## src/logic/event_status_pkg.sv

```systemverilog
// Package of register offsets, field positions and reset values.
package event_status_pkg;

  localparam int ADDR_W = 8;
  localparam int DATA_W = 16;

  // ---------------------------------------------------------------
  // Register offsets
  // ---------------------------------------------------------------
  localparam logic [7:0] SUMMARY_OFS    = 8'h18;
  localparam logic [7:0] STATUS_ONE_OFS = 8'h19;
  localparam logic [7:0] STATUS_TWO_OFS = 8'h1A;
  localparam logic [7:0] MASK_ONE_OFS   = 8'h40;
  localparam logic [7:0] MASK_TWO_OFS   = 8'h41;

  // ---------------------------------------------------------------
  // Field positions, first status register
  // ---------------------------------------------------------------
  localparam int CLK_PERIODIC_BIT = 7;
  localparam int CLK_SECOND_BIT   = 6;
  localparam int CLK_ALARM_BIT    = 5;
  localparam int BATT_HIGH_BIT    = 2;
  localparam int BATT_MID_BIT     = 1;
  localparam int BATT_LOW_BIT     = 0;

  // ---------------------------------------------------------------
  // Field positions, second status register and summary
  // ---------------------------------------------------------------
  localparam int SINK_ONE_BIT     = 13;
  localparam int SINK_TWO_BIT     = 12;
  localparam int USB_LIMIT_BIT    = 10;
  localparam int AUX_READY_BIT    = 8;
  localparam int AUX_COMP_LSB     = 4;
  localparam int AUX_COMP_N       = 4;
  localparam int AUX_GROUP_BIT    = 5;

  // ---------------------------------------------------------------
  // Reset values
  // ---------------------------------------------------------------
  localparam logic [15:0] STATUS_RST = 16'h0000;
  localparam logic [15:0] MASK_RST   = 16'h0000;

endpackage

```

## src/logic/edge_latch.sv

```systemverilog
// Rising-edge detector feeding a sticky flag that clears on read.
`timescale 1ns/1ns
module edge_latch (
  input  wire logic clk,
  input  wire logic rst_n,
  input  wire logic level,
  input  wire logic clear,
  output logic      flag
);

  typedef struct packed {
    logic prev;
    logic flag;
  } latch_s;

  latch_s stateReg;
  latch_s stateNext;

  // A rising edge in the clearing cycle sets the flag: set wins.
  always_comb begin
    stateNext      = stateReg;
    stateNext.prev = level;
    if (clear) begin
      stateNext.flag = 1'b0;
    end
    if (level && !stateReg.prev) begin
      stateNext.flag = 1'b1;
    end
  end

  always_ff @(posedge clk) begin
    if (!rst_n) begin
      stateReg <= '0;
    end else begin
      stateReg <= stateNext;
    end
  end

  assign flag = stateReg.flag;

endmodule

```

## src/logic/event_status_latches.sv

```systemverilog
// Event status latches with clear-on-read, mask and interrupt output.
`timescale 1ns/1ns
// Functional notes
// - Status bits clear when host reads them.
// - Clock periodic, second, alarm set bits 7,6,5.
// - Battery thresholds set bits 2,1,0 on rise.
// - Sink regulation loss sets bits 13,12.
// - USB current limit sets bit 10.
// - Summary bit 5 flags comparators, clears on read.
module event_status_latches (
  input  wire logic                                 clk,
  input  wire logic                                 rst_n,
  input  wire logic [event_status_pkg::ADDR_W-1:0]  regAddr,
  input  wire logic [event_status_pkg::DATA_W-1:0]  regWdata,
  input  wire logic                                 regWrite,
  input  wire logic                                 regRead,
  output logic      [event_status_pkg::DATA_W-1:0]  regRdata,
  input  wire logic                                 clockPeriodicEvent,
  input  wire logic                                 clockSecondTickEvent,
  input  wire logic                                 clockAlarmEvent,
  input  wire logic                                 batteryBelowHighEvent,
  input  wire logic                                 batteryBelowMidEvent,
  input  wire logic                                 batteryBelowLowEvent,
  input  wire logic                                 sinkOneRegulationLost,
  input  wire logic                                 sinkTwoRegulationLost,
  input  wire logic                                 usbCurrentLimitEvent,
  input  wire logic                                 auxConversionReadyEvent,
  input  wire logic [event_status_pkg::AUX_COMP_N-1:0] auxComparatorEvent,
  output logic                                      irq
);
  import event_status_pkg::*;

  // ---------------------------------------------------------------
  // State
  // ---------------------------------------------------------------
  typedef struct packed {
    logic [DATA_W-1:0] maskOne;
    logic [DATA_W-1:0] maskTwo;
    logic [DATA_W-1:0] rdata;
  } regs_s;

  regs_s regsReg;
  regs_s regsNext;

  logic [DATA_W-1:0] srcOne;
  logic [DATA_W-1:0] srcTwo;
  logic [DATA_W-1:0] srcSum;
  logic [DATA_W-1:0] statOne;
  logic [DATA_W-1:0] statTwo;
  logic [DATA_W-1:0] statSum;
  logic              rdOne;
  logic              rdTwo;
  logic              rdSum;

  // ---------------------------------------------------------------
  // Event sources
  // ---------------------------------------------------------------
  always_comb begin
    srcOne                   = '0;
    srcOne[CLK_PERIODIC_BIT] = clockPeriodicEvent;
    srcOne[CLK_SECOND_BIT]   = clockSecondTickEvent;
    srcOne[CLK_ALARM_BIT]    = clockAlarmEvent;
    srcOne[BATT_HIGH_BIT]    = batteryBelowHighEvent;
    srcOne[BATT_MID_BIT]     = batteryBelowMidEvent;
    srcOne[BATT_LOW_BIT]     = batteryBelowLowEvent;
    srcTwo                   = '0;
    srcTwo[SINK_ONE_BIT]     = sinkOneRegulationLost;
    srcTwo[SINK_TWO_BIT]     = sinkTwoRegulationLost;
    srcTwo[USB_LIMIT_BIT]    = usbCurrentLimitEvent;
    srcTwo[AUX_READY_BIT]    = auxConversionReadyEvent;
    srcTwo[AUX_COMP_LSB +: AUX_COMP_N] = auxComparatorEvent;
    srcSum                   = '0;
    srcSum[AUX_GROUP_BIT]    = |auxComparatorEvent;
  end

  assign rdOne = regRead && (regAddr == STATUS_ONE_OFS);
  assign rdTwo = regRead && (regAddr == STATUS_TWO_OFS);
  assign rdSum = regRead && (regAddr == SUMMARY_OFS);

  // ---------------------------------------------------------------
  // Latches, one per implemented bit
  // ---------------------------------------------------------------
  genvar i;
  generate
    for (i = 0; i < DATA_W; i++) begin : g_bit
      if (i == CLK_PERIODIC_BIT || i == CLK_SECOND_BIT ||
          i == CLK_ALARM_BIT || i <= BATT_HIGH_BIT) begin : g_one
        edge_latch u_one (
          .clk   (clk),
          .rst_n (rst_n),
          .level (srcOne[i]),
          .clear (rdOne),
          .flag  (statOne[i])
        );
      end else begin : g_one_z
        assign statOne[i] = 1'b0;
      end
      if (i == SINK_ONE_BIT || i == SINK_TWO_BIT ||
          i == USB_LIMIT_BIT ||
          (i >= AUX_COMP_LSB && i <= AUX_READY_BIT)) begin : g_two
        edge_latch u_two (
          .clk   (clk),
          .rst_n (rst_n),
          .level (srcTwo[i]),
          .clear (rdTwo),
          .flag  (statTwo[i])
        );
      end else begin : g_two_z
        assign statTwo[i] = 1'b0;
      end
    end
  endgenerate

  // Summary flag sets when the comparator inputs leave the all-low state.
  edge_latch u_sum (
    .clk   (clk),
    .rst_n (rst_n),
    .level (srcSum[AUX_GROUP_BIT]),
    .clear (rdSum),
    .flag  (statSum[AUX_GROUP_BIT])
  );
  assign statSum[DATA_W-1:AUX_GROUP_BIT+1] = '0;
  assign statSum[AUX_GROUP_BIT-1:0]        = '0;

  // ---------------------------------------------------------------
  // Register port
  // ---------------------------------------------------------------
  always_comb begin
    regsNext       = regsReg;
    regsNext.rdata = '0;
    if (regWrite && regAddr == MASK_ONE_OFS) begin
      regsNext.maskOne = regWdata;
    end
    if (regWrite && regAddr == MASK_TWO_OFS) begin
      regsNext.maskTwo = regWdata;
    end
    if (regRead) begin
      case (regAddr)
        SUMMARY_OFS:    regsNext.rdata = statSum;
        STATUS_ONE_OFS: regsNext.rdata = statOne;
        STATUS_TWO_OFS: regsNext.rdata = statTwo;
        MASK_ONE_OFS:   regsNext.rdata = regsReg.maskOne;
        MASK_TWO_OFS:   regsNext.rdata = regsReg.maskTwo;
        default:        regsNext.rdata = '0;
      endcase
    end
  end

  always_ff @(posedge clk) begin
    if (!rst_n) begin
      regsReg <= {MASK_RST, MASK_RST, STATUS_RST};
    end else begin
      regsReg <= regsNext;
    end
  end

  assign regRdata = regsReg.rdata;
  // Mask bit one enables the matching status bit onto the output.
  assign irq = |(statOne & regsReg.maskOne) |
               |(statTwo & regsReg.maskTwo);
endmodule

```

## config.mk

```make
export PLATFORM = sky130hd
export DESIGN_NAME = event_status_latches
export DESIGN_NICKNAME = d
export VERILOG_FILES = /design/src/logic/event_status_pkg.sv /design/src/logic/edge_latch.sv /design/src/logic/event_status_latches.sv
export SDC_FILE = /design/constraint.sdc
export NUM_CORES = 1
export LEC_CHECK = 0
export BUFFER_PORTS_ARGS = -buffer_cell sky130_fd_sc_hd__buf_2
export CAP_MARGIN = 10
export CELL_PAD_IN_SITES_DETAIL_PLACEMENT = 1
export CELL_PAD_IN_SITES_GLOBAL_PLACEMENT = 1
export CORE_MARGIN = 4
export CORE_UTILIZATION = 41
export CTS_CLUSTER_SIZE = 28
export DETAILED_ROUTE_END_ITERATION = 16
export PLACE_DENSITY = 0.84
export SLEW_MARGIN = 0
export SYNTH_ARGS = -nofsm -noshare
export SYNTH_HDL_FRONTEND = slang
export SYNTH_SLANG_ARGS = --single-unit
```

## constraint.sdc

```tcl
create_clock -name clk -period 1.75 [get_ports clk]
set_input_delay 0.2625 -clock clk [delete_from_list [all_inputs] [get_ports clk]]
set_output_delay 0.2625 -clock clk [all_outputs]
set_load 0.02 [all_outputs]
```

==> run summary, run 1 <==
R2R cell count: 4
Crit. End Element: primary output
Worst Setup EP: irq
synthesized cell area: 0.00310 sq mm
leakage: 1.62 nW
Max stage delay cell, worst path: dfxtp_2
YS warnings: 0
Syn Inst Count: 320
Site Rows: 31
Clock Skew: 0.00859 ns
post-synthesis xor/xnor area fraction: 0
H-tree lvl count: 3
initial antenna violation count: 0
first-iteration detailed-routing DRC count: 143
Tot Pwr: 3.42 mW
DRC viols: 0
Internal: 2.58 mW
EDFF count, synth: 0
area of the multi-input gates: 0.00129 sq mm
share of the synthesized area in the top cell type: 0.503
RR Startpoint: regsReg[21]
clk sink count: 78
post-synthesis adder-cell area fraction: 0
RSZ-0062 raised after global routing: true
fin crit share: 1.00
Placer Congestion: 0.806
vias per cell: 5.20
Clock power frac: 0.393
Reg power frac: 0.548
Max Fclk: 0.569 GHz
Synth Register Bits: 78
Placed Area: 0.00340 sq mm
met1 wire length: 3450 microns
clk buf depth: 2
ANT cells: 0
setup TNS: -0.00714 ns
ys async rst share: 0
worst setup path start: regsReg[21]
Final Hold Viols: 0
Post-Synth Simple-Gate Area: 0.165
met2 wire len: 4290 microns
highest metal used: met4
worst hold path startpoint: auxConversionReadyEvent
Port Buffers: 58
final instance area: 0.00363 sq mm
fin nets: 410
Setup Viol. Count Final: 1
CP Launch Type: flop
fill cell count: 878
top_reg_cell synth: dfxtp_1
Synth Area per Inst: 9.69 sq um
Worst slew margin: 0.502
chip width: 95.0 microns
HPWL after detailed placement: 6050 microns
Area Overhead vs Synth: 17.2%
Pwr Density: 942 mW/mm^2
failing checks: setup timing
most frequent cell after synthesis: dfxtp_1
metal3 WL: 501 microns
syn nets: 362
hold_buf cts: 0
crit-path cells: a22oi_2 -> nand2_1 -> a221oi_2 -> nand4_1 -> buf_6
first-pass GRT wire length: 13400 microns
Detail Route Antenna Nets: 0
non-filler instance count after layout: 472
reg2reg end: regRdata[5]
CTS Buf Count: 9
post-synthesis sequential area ratio: 0.503
Buf/Inv on CP: 1
CTS tree: done
detailed-route via count: 2456
critical path's largest stage delay: 0.34 ns
Core ar.: 0.00729 sq mm
Initial Utilization: 0.425
top cells by count, synth: dfxtp_1, nand2_1, nor2_1
Sw Share: 0.247
largest area contributor in the netlist: dfxtp_1
Final Max Tran Viols: 0
post-synth cell types: 36
critical path class: flop to primary output
root buffer cell: clkbuf_8
CP delay by family, top: compound AO/OA/AOI/OAI gates
Crit Path Max Fanout: 2
Synth area leaders: dfxtp_1, mux2i_1, nand2_1
Worst Path Required: 1.49 ns
largest net degree at the start of global routing: 33
DR WL/cell: 17.7 microns
Peak VDD IR: 0.452 mV
main combinational cell family by area after synthesis: simple AND/OR/NAND/NOR gates
vias in the first global route: 2546
Period minus WS final: 1.76 ns
FF+latch area: 0.00157 sq mm
r2r setup slk: 0.68 ns
die height: 95.0 microns
slew at the pin with the worst max-slew slack: 0.737 ns
Ports: 59
total gr overflow: 0
arrival time worst endpoint: 1.49 ns
MaxCap Viol Count: 0
status: finished with violations
post-synthesis compound-gate area fraction: 0.141
dpl cells: 455
Hold Crit Class: input pin to flop
length of the first detailed-routing pass in iterations: 4
share of cells above drive strength 1: 0.316
Comb pwr share: 0.059
global-route usage over all layers: 0.197
smallest setup slack after layout: -0.00714 ns
Crit. path cell count: 5
switching power: 0.845 mW
final wirelength: 8330 microns
Worst-path clk slew: 0.08 ns
proportion of synthesized area in mux cells: 0.104
die footprint: 0.00902 sq mm
Clock Latency Late Sink: 0.35 ns
[worst reg2reg max path, stage by stage, from the launching register on]
cell and delay, ns:
dfxtp_2 0.34, buf_4 0.14, mux2_2 0.27, a32oi_1 0.15
nor2_1 0.07
[cell families (layout without fill, tap and decap cells)]
group                  count (synthesis)  after routing
and+or+nand+nor                      105            105
AOI/OAI and AO/OA                     59             59
buffers and inverters                 47            100
muxes                                 31             31
DFF                                   78             78
[registers in the layout, indices dropped and copies added (netlist names)]
register and flops:
u_sum.flag 1, g_bit.g_one.u_one.stateReg 6, regsReg 32, regRdata 16, u_sum.stateReg 1, g_bit.g_one.u_one.flag 6, g_bit.g_two.u_two.flag 8, g_bit.g_two.u_two.stateReg 8
[worst min-delay path by stage]
| stage | cells after the start | to |
|---|---|---|
| floorplan | 2 | g_bit[10].g_two.u_two.stateReg[1] |
| global placement | 1 | g_bit[5].g_two.u_two.flag |
| detailed placement | 1 | g_bit[6].g_two.u_two.flag |
| CTS | 3 | g_bit[13].g_two.u_two.stateReg[1] |
| global route | 3 | g_bit[13].g_two.u_two.stateReg[1] |
| finish | 3 | g_bit[8].g_two.u_two.stateReg[1] |
[metrics by stage]
| stage | util | hold WS, ns | setup WS [ns] |
|---|---|---|---|
| finish | 0.498 | 0.112 | -0.00714 |
| global route | 0.498 | 0.107 | -0.107 |
| CTS | 0.497 | 0.101 | 0.000864 |
| floorplan | - | 0.369 | 0.259 |
| detailed placement | 0.467 | 0.409 | 0.0649 |
| global placement | 0.467 | 0.402 | 0.119 |
[cell type report]
class,count,share of cell area
Multi-Input combinational cell,195,0.354
Clock buffer,11,0.0361
Tap cell,99,0.0341
Sequential cell,78,0.433
Inverter,15,0.0155
Timing Repair Buffer,69,0.111
Clock inverter,5,0.0165
[cell usage in the layout, fill, tap and decap left out, types with 6 or more instances in the layout]
master,instances
and2_1,7
a22o_1,9
nor2_1,31
dfxtp_1,71
mux2i_1,22
dfxtp_2,6
a22oi_1,7
inv_1,14
clkbuf_8,9
mux2_2,9
nand2_1,52
buf_4,9
o21ai_0,9
a32oi_1,6
buf_2,57
a21oi_1,9
a21oi_2,10
[power by group through the flow]
| stage | registers (mW) | clock network (mW) | logic [mW] |
|---|---|---|---|
| after global placement | 1.91 | 0 | 0.188 |
| after CTS | 1.87 | 1.37 | 0.203 |
| final | 1.88 | 1.34 | 0.203 |
| after detailed placement | 1.91 | 0 | 0.200 |
| after global routing | 1.88 | 1.45 | 0.223 |
| after floorplan | 1.89 | 0 | 0.104 |
[layer usage]
| layer | up-vias | GRT usage |
|---|---|---|
| met4 | 0 | 0.0565 |
| li1 | 1167 | - |
| met2 | 74 | 0.338 |
| met5 | - | 0 |
| met3 | 10 | 0.0438 |
| met1 | 1205 | 0.246 |
[what timing repair did]
action / CTS / global route
gates resized for setup: 7 / 6
setup endpoints to repair: 1 / 1
setup buffers: 1 / 0
pin swaps: 1 / 0
Power figures use the tool's default switching activity.
==> run 2: changes to the inputs <==
--- a/config.mk
+++ b/config.mk
@@ -10,11 +10,12 @@
 export CELL_PAD_IN_SITES_DETAIL_PLACEMENT = 1
 export CELL_PAD_IN_SITES_GLOBAL_PLACEMENT = 1
 export CORE_MARGIN = 4
-export CORE_UTILIZATION = 41
+export CORE_UTILIZATION = 42
 export CTS_CLUSTER_SIZE = 28
 export DETAILED_ROUTE_END_ITERATION = 16
-export PLACE_DENSITY = 0.84
+export PLACE_DENSITY = 0.86
 export SLEW_MARGIN = 0
 export SYNTH_ARGS = -nofsm -noshare
 export SYNTH_HDL_FRONTEND = slang
+export SYNTH_HIERARCHICAL = 1
 export SYNTH_SLANG_ARGS = --single-unit
==> run summary, run 2 <==
largest area contributor in the netlist: dfxtp_1
ANT cells: 0
RR Startpoint: g_bit[6].g_one.u_one/flag
post-synth cell types: 36
Setup Viol. Count Final: 1
dpl cells: 474
critical path's largest stage delay: 0.34 ns
Worst slew margin: 0.685
Hold Crit Class: input pin to flop
Crit. End Element: primary output
Peak VDD IR: 0.464 mV
final wirelength: 8070 microns
smallest setup slack after layout: -0.0198 ns
clk buf depth: 2
Final Max Tran Viols: 0
share of the synthesized area in the top cell type: 0.486
Worst Path Required: 1.49 ns
synthesized cell area: 0.00321 sq mm
fin crit share: 1.01
most frequent cell after synthesis: dfxtp_1
CTS Buf Count: 9
die footprint: 0.00912 sq mm
Placer Congestion: 0.884
top cells by count, synth: dfxtp_1, nand2_1, nand2b_1
Core ar.: 0.00733 sq mm
setup TNS: -0.0198 ns
Top reg by flops: regsReg
H-tree lvl count: 3
crit-path cells: a22oi_2 -> nand2_2 -> a221oi_2 -> nand4_1 -> buf_4
Synth area leaders: dfxtp_1, nand2b_1, mux2i_1
Period minus WS final: 1.77 ns
slew at the pin with the worst max-slew slack: 0.473 ns
RSZ-0062 raised after global routing: true
Final Util: 0.523
most frequent cells in the layout: dfxtp_1, buf_2, nand2_1
Ports: 59
Detail Route Antenna Nets: 0
hold slack: 0.132 ns
Crit Path Max Fanout: 2
Buf/Inv on CP: 1
Clock Skew: 0.0135 ns
Synth Register Bits: 78
Port Buffers: 58
Final Hold Viols: 0
R2R cell count: 3
Tot Pwr: 3.33 mW
largest net degree at the start of global routing: 63
DR WL/cell: 16.4 microns
leakage: 1.58 nW
Pwr Density: 868 mW/mm^2
total gr overflow: 0
HPWL after detailed placement: 5770 microns
syn nets: 369
Placed Area: 0.00361 sq mm
Setup WS pre-CTS: -0.167 ns
Worst-path clk slew: 0.08 ns
share of cells above drive strength 1: 0.308
first-iteration detailed-routing DRC count: 159
final instance area: 0.00384 sq mm
global-route usage over all layers: 0.187
arrival time worst endpoint: 1.51 ns
length of the first detailed-routing pass in iterations: 5
chip width: 95.5 microns
reg2reg end: regRdata[6]
DRC viols: 0
worst hold path startpoint: batteryBelowMidEvent
Initial Utilization: 0.438
failing checks: setup timing
Site Rows: 31
status: finished with violations
r2r setup slk: 0.68 ns
ys async rst share: 0
critical path class: flop to primary output
EDFF count, synth: 0
Syn Inst Count: 327
max reg flops: 32
Max Fclk: 0.565 GHz
Area Overhead vs Synth: 19.4%
non-filler instance count after layout: 492
CP delay by family, top: compound AO/OA/AOI/OAI gates
first-pass GRT wire length: 13000 microns
die height: 95.5 microns
initial antenna violation count: 0
MaxCap Viol Count: 0
post-synthesis sequential area ratio: 0.486
CTS tree: done
detailed-route via count: 2508
clk sink count: 78
Clock Latency Late Sink: 0.35 ns
Synth Area per Inst: 9.83 sq um
vias per cell: 5.10
CP Launch Type: flop
YS warnings: 6
hold_buf cts: 0
fin nets: 430
top_reg_cell synth: dfxtp_1
vias in the first global route: 2627
commonest non-fill, non-tap cell in the layout: dfxtp_1
Hold Crit Depth: 2
Max stage delay cell, worst path: dfxtp_2
Hold Path End: g_bit[1].g_one.u_one/stateReg[1]
root buffer cell: clkbuf_8
[run 2: area by class of cell]
class / count / area (sq um)
Fill cell: 840 / 3490
Tap cell: 99 / 124
Clock inverter: 7 / 58.8
Sequential cell: 78 / 1570
Clock buffer: 9 / 124
Timing Repair Buffer: 79 / 475
Inverter: 1 / 3.75
Multi-Input combinational cell: 219 / 1480
[run 2: repair_timing]
action | in CTS | in global routing
buffers inserted | 2 | 0
pin swaps | 3 | 0
endpoints found under the setup margin | 1 | 1
resized for setup | 9 | 1
[run 2: worst max-delay path by stage]
stage | start | to | slack, ns | cells past startpoint
final | g_bit[8].g_two.u_two/flag | irq | -0.02 | 5
after global routing | g_bit[8].g_two.u_two/flag | irq | -0.09 | 5
after CTS | g_bit[5].g_two.u_two/flag | irq | -0.04 | 5
after detailed placement | regAddr[4] | regsReg[26] | -0.17 | 5
after global placement | regAddr[4] | regsReg[23] | -0.09 | 5
after floorplan | regAddr[5] | regsReg[22] | -0.11 | 7
[run 2: where the power goes]
part	leakage, nW	internal (mW)	switching [mW]
Clock	0.0917	0.534	0.714
Combinational	0.851	0.120	0.106
Sequential	0.638	1.82	0.0359
[run 2: per-layer routing]
metal	part of all wire	track usage	vias up
met5	0	0	-
met4	0.015	0.0746	0
met3	0.037	0.0316	9
met2	0.50	0.329	51
met1	0.45	0.225	1215
li1	-	-	1233
[run 2: logic make-up after synthesis]
group	share of synthesized area
and+or+nand+nor	0.230
muxes	0.0529
AOI/OAI and AO/OA	0.171
buffers and inverters	0.0603
DFF	0.486
==> run 3: changes to the inputs <==
--- a/config.mk
+++ b/config.mk
@@ -9,11 +9,12 @@
 export CAP_MARGIN = 10
 export CELL_PAD_IN_SITES_DETAIL_PLACEMENT = 1
 export CELL_PAD_IN_SITES_GLOBAL_PLACEMENT = 1
+export CORE_ASPECT_RATIO = 1.25
 export CORE_MARGIN = 4
-export CORE_UTILIZATION = 42
-export CTS_CLUSTER_SIZE = 28
+export CORE_UTILIZATION = 45
+export CTS_CLUSTER_SIZE = 30
 export DETAILED_ROUTE_END_ITERATION = 16
-export PLACE_DENSITY = 0.86
+export PLACE_DENSITY = 0.9
 export SLEW_MARGIN = 0
 export SYNTH_ARGS = -nofsm -noshare
 export SYNTH_HDL_FRONTEND = slang
==> constraint.sdc (replaced) <==
create_clock -name clk -period 2.3 [get_ports clk]
set_input_delay 0.345 -clock clk [delete_from_list [all_inputs] [get_ports clk]]
set_output_delay 0.345 -clock clk [all_outputs]
set_load 0.02 [all_outputs]
==> run summary, run 3 (synthesis gave the netlist of run 2 again) <==
Worst Path Required: 1.96 ns
first-pass GRT wire length: 12900 microns
Initial Utilization: 0.461
Period minus WS final: 1.91 ns
detailed-route via count: 2526
Final Util: 0.527
critical path's largest stage delay: 0.35 ns
hold_buf cts: 0
H-tree lvl count: 3
Clock power frac: 0.374
Ports: 59
post-CTS sizing: 0
Crit. path cell count: 5
Core ar.: 0.00698 sq mm
Crit Path Max Fanout: 3
r2r setup slk: 1.18 ns
Detail Route Antenna Nets: 0
Max stage delay cell, worst path: dfxtp_1
die height: 102 microns
Area Overhead vs Synth: 14.4%
MaxCap Viol Count: 0
dpl cells: 455
fin crit share: 0.832
Clock Latency Late Sink: 0.35 ns
largest net degree at the start of global routing: 35
final instance area: 0.00368 sq mm
switching power: 0.610 mW
met3 Usage GRT: 0.0344
DR WL/cell: 16.7 microns
clk sink count: 78
Buf/Inv on CP: 1
CTS Buf Count: 9
reg2reg end: regRdata[6]
Pwr Density: 679 mW/mm^2
status: finished, final reports clean
final wirelength: 7870 microns
first-iteration detailed-routing DRC count: 133
HPWL after detailed placement: 5740 microns
die footprint: 0.00857 sq mm
Setup Viol. Count Final: 0
Final Hold Viols: 0
number of setup buffers added after CTS: 0
Comb pwr share: 0.062
non-filler instance count after layout: 471
root buffer cell: clkbuf_8
Top reg by flops: regsReg
Peak VDD IR: 0.436 mV
crit-path cells: a22oi_1 -> nand2_1 -> a221oi_1 -> nand4_1 -> buf_2
length of the first detailed-routing pass in iterations: 5
clk buf depth: 2
R2R cell count: 3
CTS tree: done
Port Buffers: 58
busiest grt layer: met2
DRC viols: 0
leakage: 1.51 nW
Internal: 1.89 mW
ANT cells: 0
Reg power frac: 0.564
setup TNS: 0 ns
max reg flops: 32
Worst-path clk slew: 0.08 ns
Crit. End Element: primary output
vias per cell: 5.36
critical path class: flop to primary output
Worst slew margin: 0.650
CP delay by family, top: compound AO/OA/AOI/OAI gates
worst setup path start: g_bit[8].g_two.u_two/flag
total gr overflow: 0
global-route usage over all layers: 0.191
Worst Setup EP: irq
RSZ-0062 raised after global routing: false
Max Fclk: 0.522 GHz
slew at the pin with the worst max-slew slack: 0.524 ns
Hold Crit Class: input pin to flop
hold slack: 0.211 ns
Placed Area: 0.00349 sq mm
RR Startpoint: g_bit[6].g_one.u_one/flag
share of cells above drive strength 1: 0.265
Final Max Tran Viols: 0
CP Launch Type: flop
Sw Share: 0.244
most frequent cells in the layout: dfxtp_1, buf_2, nand2_1
Clock Skew: 0.0131 ns
met2 Resource Use GR: 0.353
arrival time worst endpoint: 1.57 ns
commonest non-fill, non-tap cell in the layout: dfxtp_1
Placer Congestion: 0.809
Site Rows: 34
chip width: 83.6 microns
grt met1 use: 0.208
vias in the first global route: 2692
fin nets: 418
initial antenna violation count: 0
-- run 3: cell count changes in the layout (fill, tap and decap cells not counted), moves of 2 or more --
cell,change
buf_4,-11
dfxtp_1,+3
a221oi_1,+2
a221oi_2,-2
a22oi_1,+2
a22oi_2,-2
buf_12,-2
dfxtp_2,-2
-- run 3: power groups by stage --
| stage | combinational (mW) | clock, mW | sequential [mW] |
|---|---|---|---|
| after floorplan | 0.0828 | 0 | 1.43 |
| after global placement | 0.146 | 0 | 1.44 |
| after detailed placement | 0.154 | 0 | 1.44 |
| after CTS | 0.156 | 0.966 | 1.41 |
| after global routing | 0.170 | 1.02 | 1.41 |
| final | 0.154 | 0.934 | 1.41 |
-- run 3: layer usage --
layer  routed length [microns]  up-vias
met5                         0        -
met4                       263        0
met3                       309       21
met2                      4130       64
met1                      3170     1231
li1                          -     1210
-- run 3: layout make-up --
type	instances	area, sq um
tap	90	113
clock inverter	6	46.3
multi-input combinational	219	1460
inverter	1	3.75
clock buffer	10	138
sequential	78	1560
timing repair buffer	67	358
fill	836	3300
-- run 3: metrics by stage --
step,power [mW],worst slack [ns]
after detailed placement,1.59,0.210
after floorplan,1.51,0.361
after global placement,1.58,0.259
after global routing,2.60,0.283
final,2.50,0.385
after CTS,2.53,0.328
-- run 3: worst min path at each step --
stage	to	from	depth (start not counted)	slack, ns
2_1_floorplan	regsReg[36]	regsReg[36]	2	0.44
3_3_place_gp	regsReg[47]	regsReg[47]	2	0.45
3_5_place_dp	regsReg[41]	regsReg[41]	2	0.46
4_1_cts	g_bit[8].g_two.u_two/stateReg[1]	auxConversionReadyEvent	2	0.20
5_1_grt	g_bit[12].g_two.u_two/stateReg[1]	sinkTwoRegulationLost	2	0.20
6_report	g_bit[12].g_two.u_two/stateReg[1]	sinkTwoRegulationLost	2	0.21
